File: src/rsq_pkg.sv
// Constants and types of the reset and start-up sequencer
// Notes on behaviour
// - Separate causes: power-on, pin, sleep-pin, watchdog, brown-out, parity
// - Reset-state load except on watchdog or interrupt wake-up
// - Unreset registers keep contents; undefined after power-on
// - Reset pin filtered against short pulses
// - Watchdog reset never drives the reset pin
// - Supply rising through window makes power-on pulse
// - Power-up timer holds reset 72 ms
// - Config bit enables or skips power-up timer
// - Oscillator start-up timer adds 1024 input cycles
// - Start-up timer only crystal modes, power-on, brown-out, wake
// - Brown-out enable bit gates brown-out reset
// - Only sustained low supply causes brown-out reset
// - Hold until recovery, then 72 ms power-up timer when its config bit enables it
// - Dip during power-up timer restarts it
// - Power-up timer then start-up timer; RC none
// - Time-outs ignore pin; release starts immediately
// - RC mode drives oscillator divided by four
// - Status flags pattern identifies reset cause
// - Power-on flag cleared only by power-on
// - Brown-out flag cleared by brown-out reset
package rsq_pkg;

  localparam int CLK_PERIOD_NS = 10;

  localparam int POWERUP_TIMER_TIME_MS = 72;
  localparam int RC_TICK_NS   = 1000000;
  localparam int RC_TICK_CYC  = RC_TICK_NS / CLK_PERIOD_NS;

  localparam int CNT_W = 11;
  localparam logic [CNT_W-1:0] POWERUP_TIMER_TICKS = 11'h048;
  localparam logic [CNT_W-1:0] OST_EDGES  = 11'h400;

  localparam int PIN_FILT_NS  = 100;
  localparam int PIN_FILT_CYC =
    (PIN_FILT_NS + CLK_PERIOD_NS - 1) / CLK_PERIOD_NS;
  localparam int BOD_MIN_NS   = 2000;
  localparam int BOD_MIN_CYC  =
    (BOD_MIN_NS + CLK_PERIOD_NS - 1) / CLK_PERIOD_NS;

  localparam logic [1:0] OSC_LP = 2'h0;
  localparam logic [1:0] OSC_XT = 2'h1;
  localparam logic [1:0] OSC_HS = 2'h2;
  localparam logic [1:0] OSC_RC = 2'h3;

  localparam logic RST_TO      = 1'h1;
  localparam logic RST_PD      = 1'h1;
  localparam logic RST_POR_B   = 1'h0;
  localparam logic RST_BOR_B   = 1'h1;
  localparam logic RST_PER_B   = 1'h1;

  typedef enum logic [2:0] {
    ST_POR, ST_BOR, ST_POWERUP_TIMER, ST_OST, ST_RUN, ST_SLEEP
  } rsq_state_t;

  typedef enum logic [2:0] {
    CAUSE_POR, CAUSE_PIN_RUN, CAUSE_PIN_SLEEP, CAUSE_WDT,
    CAUSE_WDT_WAKE, CAUSE_BOR, CAUSE_PARITY, CAUSE_IRQ_WAKE
  } rsq_cause_t;

endpackage

File: src/rsq_tick_div.sv
// Clock divider giving a one-cycle enable pulse
`timescale 1ns/100ps
module rsq_tick_div #(
  parameter int DIV = 100000
) (
  // Clock and reset
  input  wire logic clk,
  input  wire logic rst_b,
  // Control
  input  wire logic clear,
  // Enable out
  output logic      tick
);

  localparam int W = $clog2(DIV + 1);
  localparam logic [W-1:0] LAST = W'(DIV - 1);

  logic [W-1:0] cnt_ff;
  logic [W-1:0] nxt_cnt;

  always_comb begin
    if (clear || cnt_ff == LAST) begin
      nxt_cnt = '0;
    end else begin
      nxt_cnt = cnt_ff + W'(1);
    end
  end

  always_ff @(posedge clk) begin
    if (!rst_b) begin
      cnt_ff <= '0;
    end else begin
      cnt_ff <= nxt_cnt;
    end
  end

  assign tick = !clear && cnt_ff == LAST;

endmodule

File: src/rsq_deglitch.sv
// Two-flop synchroniser with a stable-level filter
`timescale 1ns/100ps
module rsq_deglitch #(
  parameter int   FILT_CYC = 10,
  parameter logic RST_VAL  = 1'b0
) (
  // Clock and reset
  input  wire logic clk,
  input  wire logic rst_b,
  // Raw asynchronous level
  input  wire logic rawIn,
  // Filtered level
  output logic      level
);

  localparam int W = $clog2(FILT_CYC + 1);
  localparam logic [W-1:0] LAST = W'(FILT_CYC - 1);

  logic         sync1_ff;
  logic         sync2_ff;
  logic         level_ff;
  logic         nxt_level;
  logic [W-1:0] cnt_ff;
  logic [W-1:0] nxt_cnt;

  // Level only flips after FILT_CYC equal samples
  always_comb begin
    nxt_level = level_ff;
    nxt_cnt   = '0;
    if (sync2_ff != level_ff) begin
      if (cnt_ff == LAST) begin
        nxt_level = sync2_ff;
      end else begin
        nxt_cnt = cnt_ff + W'(1);
      end
    end
  end

  always_ff @(posedge clk) begin
    if (!rst_b) begin
      sync1_ff <= RST_VAL;
      sync2_ff <= RST_VAL;
      level_ff <= RST_VAL;
      cnt_ff   <= '0;
    end else begin
      sync1_ff <= rawIn;
      sync2_ff <= sync1_ff;
      level_ff <= nxt_level;
      cnt_ff   <= nxt_cnt;
    end
  end

  assign level = level_ff;

endmodule

File: src/rsq_sequencer.sv
// Reset source merge, start-up timers and reset-cause flags
`timescale 1ns/100ps
module rsq_sequencer
  import rsq_pkg::*;
#(
  parameter int TICK_CYC = RC_TICK_CYC,
  parameter int BOD_CYC  = BOD_MIN_CYC,
  parameter int PIN_CYC  = PIN_FILT_CYC
) (
  // Clock and reset
  input  wire logic       clk,
  input  wire logic       rst_b,
  // Supply detector and pins
  input  wire logic       vddAbovePorLevel,
  input  wire logic       vddBelowBrownout,
  input  wire logic       extResetPin_b,
  input  wire logic       oscInputPin,
  // Configuration
  input  wire logic       brownoutEnableCfg,
  input  wire logic       powerupTimerEnCfg,
  input  wire logic       parityEnableCfg,
  input  wire logic [1:0] oscModeCfg,
  // Core events
  input  wire logic       watchdogTimeout,
  input  wire logic       parityError,
  input  wire logic       sleepEnter,
  input  wire logic       wdtClear,
  input  wire logic       irqWake,
  input  wire logic       swSetPorFlag,
  input  wire logic       swSetBorFlag,
  input  wire logic       swSetPerFlag,
  // Core reset and status
  output logic            chipReset,
  output logic            regLoadReset,
  output logic            coldStart,
  output rsq_cause_t      resetCause,
  output logic            timeoutFlag,
  output logic            powerdownFlag,
  output logic            porFlag_b,
  output logic            borFlag_b,
  output logic            perFlag_b,
  // Pin drivers
  output logic            instrClockOut,
  output logic            instrClockOutOe,
  output logic            extResetPinOe
);

  rsq_state_t       state_ff;
  rsq_state_t       nxt_state;
  rsq_cause_t       cause_ff;
  rsq_cause_t       nxt_cause;
  logic [CNT_W-1:0] cnt_ff;
  logic [CNT_W-1:0] nxt_cnt;
  logic             chipReset_ff;
  logic             nxt_chipReset;
  logic             regLoad_ff;
  logic             nxt_regLoad;
  logic             cold_ff;
  logic             nxt_cold;
  logic             pinLowD_ff;
  logic             porS1_ff;
  logic             porS2_ff;
  logic             porD_ff;
  logic             oscS1_ff;
  logic             oscS2_ff;
  logic             oscD_ff;
  logic [1:0]       div_ff;
  logic [1:0]       nxt_div;
  logic             clkOut_ff;
  logic             clkOe_ff;
  logic             to_ff;
  logic             pd_ff;
  logic             por_b_ff;
  logic             bor_b_ff;
  logic             per_b_ff;
  logic             nxt_to;
  logic             nxt_pd;
  logic             nxt_por_b;
  logic             nxt_bor_b;
  logic             nxt_per_b;

  logic pinLowF;
  logic pinHighF;
  logic bodLowF;
  logic borActive;
  logic crystal;
  logic porEvt;
  logic oscEdge;
  logic rcTick;
  logic tickClear;
  logic evPor;
  logic evBor;
  logic evWdtRst;
  logic evWdtWake;
  logic evPinSleep;
  logic evIrqWake;
  logic evPer;

  // Filter instances carry their own two-flop synchronisers
  rsq_deglitch #(
    .FILT_CYC (PIN_CYC),
    .RST_VAL  (1'b1)
  ) u_pin_filt (
    .clk   (clk),
    .rst_b (rst_b),
    .rawIn (extResetPin_b),
    .level (pinHighF)
  );
  assign pinLowF = !pinHighF;

  rsq_deglitch #(
    .FILT_CYC (BOD_CYC),
    .RST_VAL  (1'b0)
  ) u_bod_filt (
    .clk   (clk),
    .rst_b (rst_b),
    .rawIn (vddBelowBrownout),
    .level (bodLowF)
  );
  assign borActive = brownoutEnableCfg && bodLowF;

  rsq_tick_div #(
    .DIV (TICK_CYC)
  ) u_rc_tick (
    .clk   (clk),
    .rst_b (rst_b),
    .clear (tickClear),
    .tick  (rcTick)
  );

  assign crystal = oscModeCfg != OSC_RC;
  assign porEvt  = porS2_ff && !porD_ff;
  assign oscEdge = oscS2_ff && !oscD_ff;

  // Watchdog stays internal; the pin is never driven
  assign extResetPinOe = 1'b0;

  function automatic rsq_state_t afterPwrt(input logic xtal);
    afterPwrt = xtal ? ST_OST : ST_RUN;
  endfunction

  function automatic rsq_state_t startSeq(input logic pwrtEn,
                                          input logic xtal);
    if (pwrtEn) begin
      startSeq = ST_POWERUP_TIMER;
    end else begin
      startSeq = afterPwrt(xtal);
    end
  endfunction

  // Sequencer state, cause and reset strobes
  always_comb begin
    nxt_state  = state_ff;
    nxt_cause  = cause_ff;
    nxt_cnt    = cnt_ff;
    nxt_regLoad = 1'b0;
    nxt_cold   = 1'b0;
    tickClear  = 1'b0;
    evPor      = 1'b0;
    evBor      = 1'b0;
    evWdtRst   = 1'b0;
    evWdtWake  = 1'b0;
    evPinSleep = 1'b0;
    evIrqWake  = 1'b0;
    evPer      = 1'b0;
    if (porEvt) begin
      nxt_state = ST_POR;
    end else if (borActive && state_ff != ST_POR
                 && state_ff != ST_BOR) begin
      // Also restarts a running power-up timer
      nxt_state   = ST_BOR;
      nxt_cause   = CAUSE_BOR;
      nxt_cnt     = '0;
      tickClear   = 1'b1;
      evBor       = 1'b1;
      nxt_regLoad = 1'b1;
    end else begin
      case (state_ff)
        ST_POR: begin
          nxt_cause   = CAUSE_POR;
          evPor       = 1'b1;
          nxt_regLoad = 1'b1;
          nxt_cold    = 1'b1;
          nxt_cnt     = '0;
          tickClear   = 1'b1;
          nxt_state   = startSeq(powerupTimerEnCfg, crystal);
        end
        ST_BOR: begin
          if (!borActive) begin
            nxt_cnt   = '0;
            tickClear = 1'b1;
            nxt_state = startSeq(powerupTimerEnCfg, crystal);
          end
        end
        ST_POWERUP_TIMER: begin
          if (rcTick) begin
            if (cnt_ff == POWERUP_TIMER_TICKS - 11'h001) begin
              nxt_cnt   = '0;
              nxt_state = afterPwrt(crystal);
            end else begin
              nxt_cnt = cnt_ff + 11'h001;
            end
          end
        end
        ST_OST: begin
          if (oscEdge) begin
            if (cnt_ff == OST_EDGES - 11'h001) begin
              nxt_cnt   = '0;
              nxt_state = ST_RUN;
            end else begin
              nxt_cnt = cnt_ff + 11'h001;
            end
          end
        end
        ST_RUN: begin
          if (pinLowF) begin
            if (!pinLowD_ff) begin
              nxt_cause   = CAUSE_PIN_RUN;
              nxt_regLoad = 1'b1;
            end
          end else if (watchdogTimeout) begin
            nxt_cause   = CAUSE_WDT;
            evWdtRst    = 1'b1;
            nxt_regLoad = 1'b1;
          end else if (parityError && parityEnableCfg) begin
            nxt_cause   = CAUSE_PARITY;
            evPer       = 1'b1;
            nxt_regLoad = 1'b1;
          end else if (sleepEnter) begin
            nxt_state = ST_SLEEP;
          end
        end
        ST_SLEEP: begin
          nxt_cnt = '0;
          if (pinLowF) begin
            // No start-up timer on a pin reset from sleep
            nxt_cause   = CAUSE_PIN_SLEEP;
            evPinSleep  = 1'b1;
            nxt_regLoad = 1'b1;
            nxt_state   = ST_RUN;
          end else if (watchdogTimeout) begin
            // Wake-up resumes; registers are left alone
            nxt_cause = CAUSE_WDT_WAKE;
            evWdtWake = 1'b1;
            nxt_state = afterPwrt(crystal);
          end else if (irqWake) begin
            nxt_cause = CAUSE_IRQ_WAKE;
            evIrqWake = 1'b1;
            nxt_state = afterPwrt(crystal);
          end
        end
        default: begin
          nxt_state = ST_POR;
        end
      endcase
    end
    // Timers run whatever the pin does
    nxt_chipReset = (nxt_state != ST_RUN && nxt_state != ST_SLEEP)
                    || pinLowF || evWdtRst || evPer;
  end

  always_ff @(posedge clk) begin
    if (!rst_b) begin
      state_ff     <= ST_POR;
      cause_ff     <= CAUSE_POR;
      cnt_ff       <= '0;
      chipReset_ff <= 1'b1;
      regLoad_ff   <= 1'b0;
      cold_ff      <= 1'b0;
      pinLowD_ff   <= 1'b0;
      porS1_ff     <= 1'b1;
      porS2_ff     <= 1'b1;
      porD_ff      <= 1'b1;
    end else begin
      state_ff     <= nxt_state;
      cause_ff     <= nxt_cause;
      cnt_ff       <= nxt_cnt;
      chipReset_ff <= nxt_chipReset;
      regLoad_ff   <= nxt_regLoad;
      cold_ff      <= nxt_cold;
      pinLowD_ff   <= pinLowF;
      porS1_ff     <= vddAbovePorLevel;
      porS2_ff     <= porS1_ff;
      porD_ff      <= porS2_ff;
    end
  end

  // Status flags; a hardware clear beats a software set
  always_comb begin
    nxt_to    = to_ff;
    nxt_pd    = pd_ff;
    nxt_por_b = por_b_ff | swSetPorFlag;
    nxt_bor_b = bor_b_ff | swSetBorFlag;
    nxt_per_b = per_b_ff | swSetPerFlag;
    if (wdtClear) begin
      nxt_to = 1'b1;
      nxt_pd = 1'b1;
    end
    if (sleepEnter && state_ff == ST_RUN) begin
      nxt_to = 1'b1;
      nxt_pd = 1'b0;
    end
    if (evPor) begin
      nxt_to    = 1'b1;
      nxt_pd    = 1'b1;
      nxt_por_b = 1'b0;
      nxt_per_b = 1'b1;
    end else if (evBor) begin
      nxt_to    = 1'b1;
      nxt_pd    = 1'b1;
      nxt_bor_b = 1'b0;
    end else if (evWdtRst) begin
      nxt_to = 1'b0;
      nxt_pd = 1'b1;
    end else if (evWdtWake) begin
      nxt_to = 1'b0;
      nxt_pd = 1'b0;
    end else if (evPinSleep || evIrqWake) begin
      nxt_to = 1'b1;
      nxt_pd = 1'b0;
    end else if (evPer) begin
      nxt_to    = 1'b1;
      nxt_pd    = 1'b1;
      nxt_per_b = 1'b0;
    end
  end

  always_ff @(posedge clk) begin
    if (!rst_b) begin
      to_ff    <= RST_TO;
      pd_ff    <= RST_PD;
      por_b_ff <= RST_POR_B;
      bor_b_ff <= RST_BOR_B;
      per_b_ff <= RST_PER_B;
    end else begin
      to_ff    <= nxt_to;
      pd_ff    <= nxt_pd;
      por_b_ff <= nxt_por_b;
      bor_b_ff <= nxt_bor_b;
      per_b_ff <= nxt_per_b;
    end
  end

  // Oscillator input edges and the divide-by-four clock out
  always_comb begin
    nxt_div = div_ff;
    if (oscEdge) begin
      nxt_div = div_ff + 2'h1;
    end
  end

  always_ff @(posedge clk) begin
    if (!rst_b) begin
      oscS1_ff  <= 1'b0;
      oscS2_ff  <= 1'b0;
      oscD_ff   <= 1'b0;
      div_ff    <= 2'h0;
      clkOut_ff <= 1'b0;
      clkOe_ff  <= 1'b0;
    end else begin
      oscS1_ff  <= oscInputPin;
      oscS2_ff  <= oscS1_ff;
      oscD_ff   <= oscS2_ff;
      div_ff    <= nxt_div;
      clkOut_ff <= div_ff[1];
      clkOe_ff  <= !crystal;
    end
  end

  assign chipReset       = chipReset_ff;
  assign regLoadReset    = regLoad_ff;
  assign coldStart       = cold_ff;
  assign resetCause      = cause_ff;
  assign timeoutFlag     = to_ff;
  assign powerdownFlag   = pd_ff;
  assign porFlag_b       = por_b_ff;
  assign borFlag_b       = bor_b_ff;
  assign perFlag_b       = per_b_ff;
  assign instrClockOut   = clkOut_ff;
  assign instrClockOutOe = clkOe_ff;
endmodule

File: config.mk
export PLATFORM = sky130hd
export DESIGN_NAME = rsq_sequencer
export DESIGN_NICKNAME = d
export VERILOG_FILES = /design/src/rsq_pkg.sv /design/src/rsq_tick_div.sv /design/src/rsq_deglitch.sv /design/src/rsq_sequencer.sv
export SDC_FILE = /design/constraint.sdc
export NUM_CORES = 1
export LEC_CHECK = 0
export ABC_AREA = 0
export ABC_CLOCK_PERIOD_IN_PS = 2200
export BUFFER_PORTS_ARGS = -buffer_cell sky130_fd_sc_hd__buf_2
export CAP_MARGIN = 20
export CORE_ASPECT_RATIO = 0.8
export CORE_MARGIN = 10
export CORE_UTILIZATION = 55
export CTS_CLUSTER_DIAMETER = 80
export DETAILED_ROUTE_END_ITERATION = 16
export PLACE_DENSITY = 0.75
export SLEW_MARGIN = 20
export SYNTH_ARGS = -nofsm -noshare
export SYNTH_HDL_FRONTEND = slang
export SYNTH_SLANG_ARGS = --single-unit
File: constraint.sdc
create_clock -name clk -period 2.2 [get_ports clk]
set_input_delay 0.11 -clock clk [delete_from_list [all_inputs] [get_ports clk]]
set_output_delay 0.11 -clock clk [all_outputs]
set_load 0.02 [all_outputs]
Word-level counts from Yosys, hierarchy flattened --
Index checks and enable logic that the tools add are counted. W data, S select, Z words.
Word-level totals: logic and storage cells 189, register bits after elaboration 71, input port bits 19
Operators by class: multiplexer cells 88, bitwise gates (word level) 7, $add $sub $neg 5, reductions and logical operators 37, equality and inequality tests 22
Operator list (count):
- $mux W3 | 24
- $mux W11 | 6
- $mux W1 | 53
- $pmux W11 S4 | 1
- $pmux W3 S6 | 1
- $add A17 B1 Y17 const B | 1
- $eq A17 B17 Y1 const B | 1
- $ne A3 B3 Y1 const B | 5
- $add A11 B1 Y11 const B | 1
- $eq A11 B10 Y1 const B | 1
- $eq A11 B7 Y1 const B | 1
- $ne A5 B5 Y1 const B | 2
- $reduce_and A5 Y1 | 2
- $reduce_bool A5 Y1 | 2
- $logic_and A1 B1 Y1 | 9
- $pmux W3 S3 | 1
- $reduce_or A3 Y1 | 3
- $add A8 B1 Y8 const B | 1
- $eq A8 B8 Y1 const B | 1
- $reduce_or A2 Y1 | 4
- $eq A3 B2 Y1 const B | 2
- $eq A3 B3 Y1 const B | 2
- $reduce_bool A6 Y1 | 1
- $logic_not A1 Y1 | 5
- 18 further kinds | 29

Longest topological paths before layout --
depth after elaboration 16, mapped depth 8

Hierarchy --
From an unflattened synthesis, not the netlist that was laid out.
Second synthesis, totals: cell total of the unflattened synthesis 384, area total of the unflattened synthesis 3400.8 um^2
By module, submodules not included:
- rsq_sequencer | area each 1899.3 um^2, instances 1, seq. area each 720.7 um^2, cells an instance 224
- rsq_tick_div | area each 787.0 um^2, instances 1, seq. area each 340.3 um^2, cells an instance 89
- rsq_deglitch (u_bod_filt) | area each 442.9 um^2, instances 1, seq. area each 220.2 um^2, cells an instance 47
- rsq_deglitch (u_pin_filt) | area each 271.5 um^2, instances 1, seq. area each 140.1 um^2, cells an instance 24

Worst setup path before layout --
No wires, ideal clock.
path kind reg2reg, from register u_rc_tick.cnt_ff[0], to register cnt_ff[4], setup time 0.117 ns, cell stages (with the launch flop) 8, required time 2.083 ns, data arrival time 1.760 ns, setup slack 0.323 ns, cells stage by stage dfxtp_1 -> ha_1 -> and4_2 -> and4_2 -> o211ai_1 -> clkbuf_1 -> a22o_1 -> a32o_1
Between the ends: longest elaborated chain between the ends 4
Ends and longest elaborated chain:
- start: declaration | RTL line rsq_tick_div.sv:18 | logic [W-1:0] cnt_ff;
- start signal: assignment | RTL line rsq_tick_div.sv:33 | cnt_ff <= nxt_cnt;
- $eq A17 B17 Y1 | RTL line rsq_tick_div.sv:37 | assign tick = !clear && cnt_ff == LAST;
- $logic_and A1 B1 Y1 | RTL line rsq_tick_div.sv:37
- $ne A3 B3 Y1 (no line)
- $reduce_and A5 Y1 (no line)
- end signal: assignment | RTL line rsq_sequencer.sv:277 | cnt_ff <= nxt_cnt;
- end: declaration | RTL line rsq_sequencer.sv:52 | logic [CNT_W-1:0] cnt_ff;
No other way between the ends. A chain may end at the register's enable or synchronous reset.

Worst setup path in the final report --
from register cnt_ff[9], to register cnt_ff[4]
Between the ends: longest elaborated chain between the ends 5, elaborated cells on any way between the ends 8
Ends and longest elaborated chain:
- $eq A11 B10 Y1 or $eq A11 B7 Y1 (tied branches) | RTL line rsq_sequencer.sv:207, rsq_sequencer.sv:197
- $mux W11 (on tied branches) | RTL line rsq_sequencer.sv:207, rsq_sequencer.sv:197
- $mux W11 (on tied branches) | RTL line rsq_sequencer.sv:206, rsq_sequencer.sv:196
- $pmux W11 S4 (*) | RTL line rsq_sequencer.sv:178 | case (state_ff)
- $mux W11 (*) | RTL line rsq_sequencer.sv:168 | end else if (borActive && state_ff != ST_POR
Every way passes the cells marked *; elsewhere a longest branch is shown, timed or not. The select of a mux whose other input is x is not followed.

==> flow_summary_export.csv <==
group,metric,value,unit
routing,drc,0,
global_routing,grt_pass1_vias,2839,
place,numPortBuffers,31,
synth,syn_area_per_cell,8.67,um2
critical_path,setup.worst_path.start_class,"flop",
synth,synth-xor-area-share,7.18,%
routing,finalWirelength,7.75,mm
min_path,whs_endpoint,"perFlag_b$_SDFF_PP1_",
critical_path,reg2reg_to,"cnt_ff[4]$_SDFFE_PN0P_",
critical_path,rrSetupSlack,0.13,ns
timing,hold_viol_final,0,
timing,hold-worst-slack,0.0467,ns
global_routing,gr-total-overflow,0,
critical_path,crit_type,"reg -> reg",
final_layout,fill_cells,517,
synth,synthAdderAreaFrac,2.12,%
final_layout,diodes,0,
routing,dr.pass1.iters,5,
global_routing,grt_pass1_wl,13.3,mm
min_path,min_from,"swSetPerFlag",
synth,synth_compound_area_share,13.8,%
synth,ys_async_sr_fraction,0,%
routing,drtIter0Drc,119,
synth,syn_nets,418,
synth,synth_largest_area_cell,"dfxtp_1",
synth,yosysUniqueCellTypes,64,
synth,postSynthCellCount,394,
timing,fmax,484,MHz
critical_path,cp.arrival,2.31,ns
critical_path,required,2.45,ns
routing,wl_per_cell,14.9,um
timing,finalSetupTns,0,ns
synth,synth_area_leaders,"dfxtp_1, nor2_1, xor2_1, nand2_1, nand3_1",
clock_network,h-tree-depth,3,
final_layout,stdcell_count,522,
critical_path,cp-end-kind,"flop",
final_layout,final_nets,460,
synth,synth_seq_cells,71,
place,dp_cells,499,
synth,yosys.area_share.simple,28.9,%
status,run_status,"completed",
timing,fin_crit_sh,93.9,%
synth,ys.flop_type,"dfxtp_1",
clock_network,cts_tree,"done",
final_layout,syn_to_final_growth,14.9,%
floorplanning,die_h,90.5,um
critical_path,timing.rr.start,"cnt_ff[9]$_SDFFE_PN0P_",
min_path,min_path_cells,3,
synth,yosysSeqAreaShare,41.6,%
timing,skew,0.0140,ns
floorplanning,die_w,108,um
critical_path,reg2reg_depth,7,
global_routing,grt.total_usage,16.2,%
clock_network,numCtsBuffers,9,
global_routing,antenna_found_initial,0,
global_routing,grt_max_degree,36,
pwr,ir_drop,0.546,mV
final_layout,layout-drive-gt1-share,17.0,%
clock_network,clk_latency,0.35,ns
routing,antenna_left,0,
critical_path,critPathMaxFanout,6,
timing,setup_viol,0,
place,gp_congestion,0.929,
clock_network,clock-sinks,71,
synth,synth.top_cell.area_share,41.6,%
timing,fin_crit,2.07,ns
floorplanning,die_area,9780,um2
routing,drt-vias-per-instance,5.69,
synth,syn_area,3420,um2
clock_network,root_buffer,"clkbuf_8",
run,maxCapViolCount,0,
synth,synth_edf_count,0,
pwr,power_density,721,nW/um2
floorplanning,fp-row-count,25,
timing,slew_headroom,61.2,%
floorplanning,start_util,57.2,%
synth,synth_top_family_by_area,"simple AND/OR/NAND/NOR gates",
timing,slew_viol_final,0,
timing,tightest_slew,0.582,ns
clock_network,path_clk_slew,0.09,ns
synth,yosys_warnings,0,
timing,rsz0062_at_grt,"no",
min_path,min_path_type,"in -> reg",
clock_network,cts_buffer_depth,2,
synth,muxShareOfSynthArea,1.50,%
floorplanning,fp.coreArea,5970,um2
routing,vias,2971,
floorplanning,io_pins,33,
pwr,leakagePower,1.45,nW
place,place_hpwl,5.54,mm
-- synthesized netlist by cell type (3+ instances only) --
cell,n
nand2b_1,10
nor3_1,6
nand4b_1,4
dfxtp_1,71
ha_1,5
and2_1,7
o22ai_1,3
mux2i_1,4
or2_2,3
a211oi_1,3
nor2_1,56
a31oi_1,5
xor2_1,16
clkbuf_8,3
a22o_1,3
or3_1,3
a21oi_1,15
nand3_1,25
inv_1,12
nand3b_1,3
clkbuf_1,8
nand4_1,8
o21ai_0,8
and3_1,9
o211ai_1,4
o2111a_1,3
xnor2_1,12
nand2_1,36
-- routing by layer --
metal	GRT usage [%]	wire length [um]	vias up
li1	-	-	1478
met1	20.3	3540	1375
met2	25.5	3510	107
met3	4.99	605	11
met4	5.11	101	0
met5	0	0	-
-- through the flow --
| step | power (mW) | worst slack (ns) | util (%) | instance area (um2) |
|---|---|---|---|---|
| floorplan | 1.57 | 0.323 | - | 3420 |
| global placement | 1.65 | 0.211 | 60.8 | 3630 |
| detailed placement | 1.66 | 0.103 | 60.8 | 3630 |
| CTS | 2.83 | 0.0986 | 65.4 | 3910 |
| global route | 2.94 | 0.0228 | 65.7 | 3920 |
| finish | 2.83 | 0.135 | 65.7 | 3920 |
-- worst max-delay path, stage by stage (launching register included) --
cell	delay [ns]
dfxtp_1	0.38
or4_4	0.56
nor4_4	0.19
buf_4	0.19
a2111oi_4	0.10
buf_4	0.19
a22o_1	0.17
a32o_1	0.19
-- layout by cell type (no fill, tap or decap), drive strengths merged, types with 4 or more instances in the layout --
cell type | netlist | layout
nand2b | 10 | 10
a21oi | 15 | 15
mux2i | 4 | 4
nor2 | 56 | 56
or3 | 4 | 4
o21ai | 8 | 8
o211ai | 4 | 4
buf | 5 | 43
nand2 | 37 | 37
and2 | 9 | 9
inv | 12 | 15
nand3 | 25 | 25
and3 | 9 | 9
xnor2 | 12 | 12
ha | 5 | 5
dlygate4sd3 | 0 | 5
a31oi | 5 | 5
nand4 | 8 | 8
or2 | 4 | 4
nand4b | 4 | 4
dfxtp | 71 | 71
xor2 | 16 | 16
clkbuf | 12 | 9
nor3 | 6 | 6
-- sequential cells by signal, indices dropped and copies added (netlist names), 2 cells and up --
name / flops
resetCause: 3
cnt_ff: 11
u_rc_tick.cnt_ff: 17
div_ff: 2
u_pin_filt.cnt_ff: 4
state_ff: 3
u_bod_filt.cnt_ff: 8
-- cell families (layout without fill, tap and decap cells) --
group | count (synthesis) | after routing
multiplexers | 5 | 5
buffers and inverters | 29 | 76
AND/OR/NAND/NOR | 190 | 190
flip-flops | 71 | 71
adder cells (fa/ha/maj) | 6 | 6
AO/OA/AOI/OAI | 64 | 64
other | 1 | 1
XOR/XNOR | 28 | 28
-- cell type report --
cell class | instances | area (um2) | area share, %
multi-input cells | 294 | 1830 | 46.7
repair buffers | 48 | 295 | 7.53
well taps | 81 | 101 | 2.58
clock buffers | 9 | 124 | 3.16
inverters | 12 | 45.0 | 1.15
clock inverters | 7 | 101 | 2.58
flip-flops and latches | 71 | 1420 | 36.3
-- how the worst max path moves through the flow --
stage                                               from                endpoint  slack (ns)  cells after the start
after floorplan           u_rc_tick.cnt_ff[0]$_SDFF_PP0_  cnt_ff[4]$_SDFFE_PN0P_        0.32                      7
after global placement            state_ff[2]$_SDFF_PN0_    chipReset$_SDFF_PN1_        0.21                      5
after detailed placement          state_ff[1]$_SDFF_PN0_  cnt_ff[9]$_SDFFE_PN0P_        0.10                      5
after CTS                         state_ff[1]$_SDFF_PN0_  cnt_ff[9]$_SDFFE_PN0P_         0.1                      5
after global routing      u_rc_tick.cnt_ff[0]$_SDFF_PP0_  cnt_ff[9]$_SDFFE_PN0P_        0.02                      6
final                             cnt_ff[9]$_SDFFE_PN0P_  cnt_ff[4]$_SDFFE_PN0P_        0.13                      7
-- what timing repair did --
item	CTS	global route
endpoints found under the setup margin	0	3
gates resized for setup	0	2
buffers inserted	0	2
hold endpoints to repair	5	0
hold buffers	5	0
-- power by group --
| group | leakage (nW) | switching, mW | internal, mW |
|---|---|---|---|
| logic | 0.765 | 0.183 | 0.121 |
| clock network | 0.112 | 0.531 | 0.652 |
| registers | 0.577 | 0.0249 | 1.32 |
No activity file was read; power rests on OpenSTA's default activity.
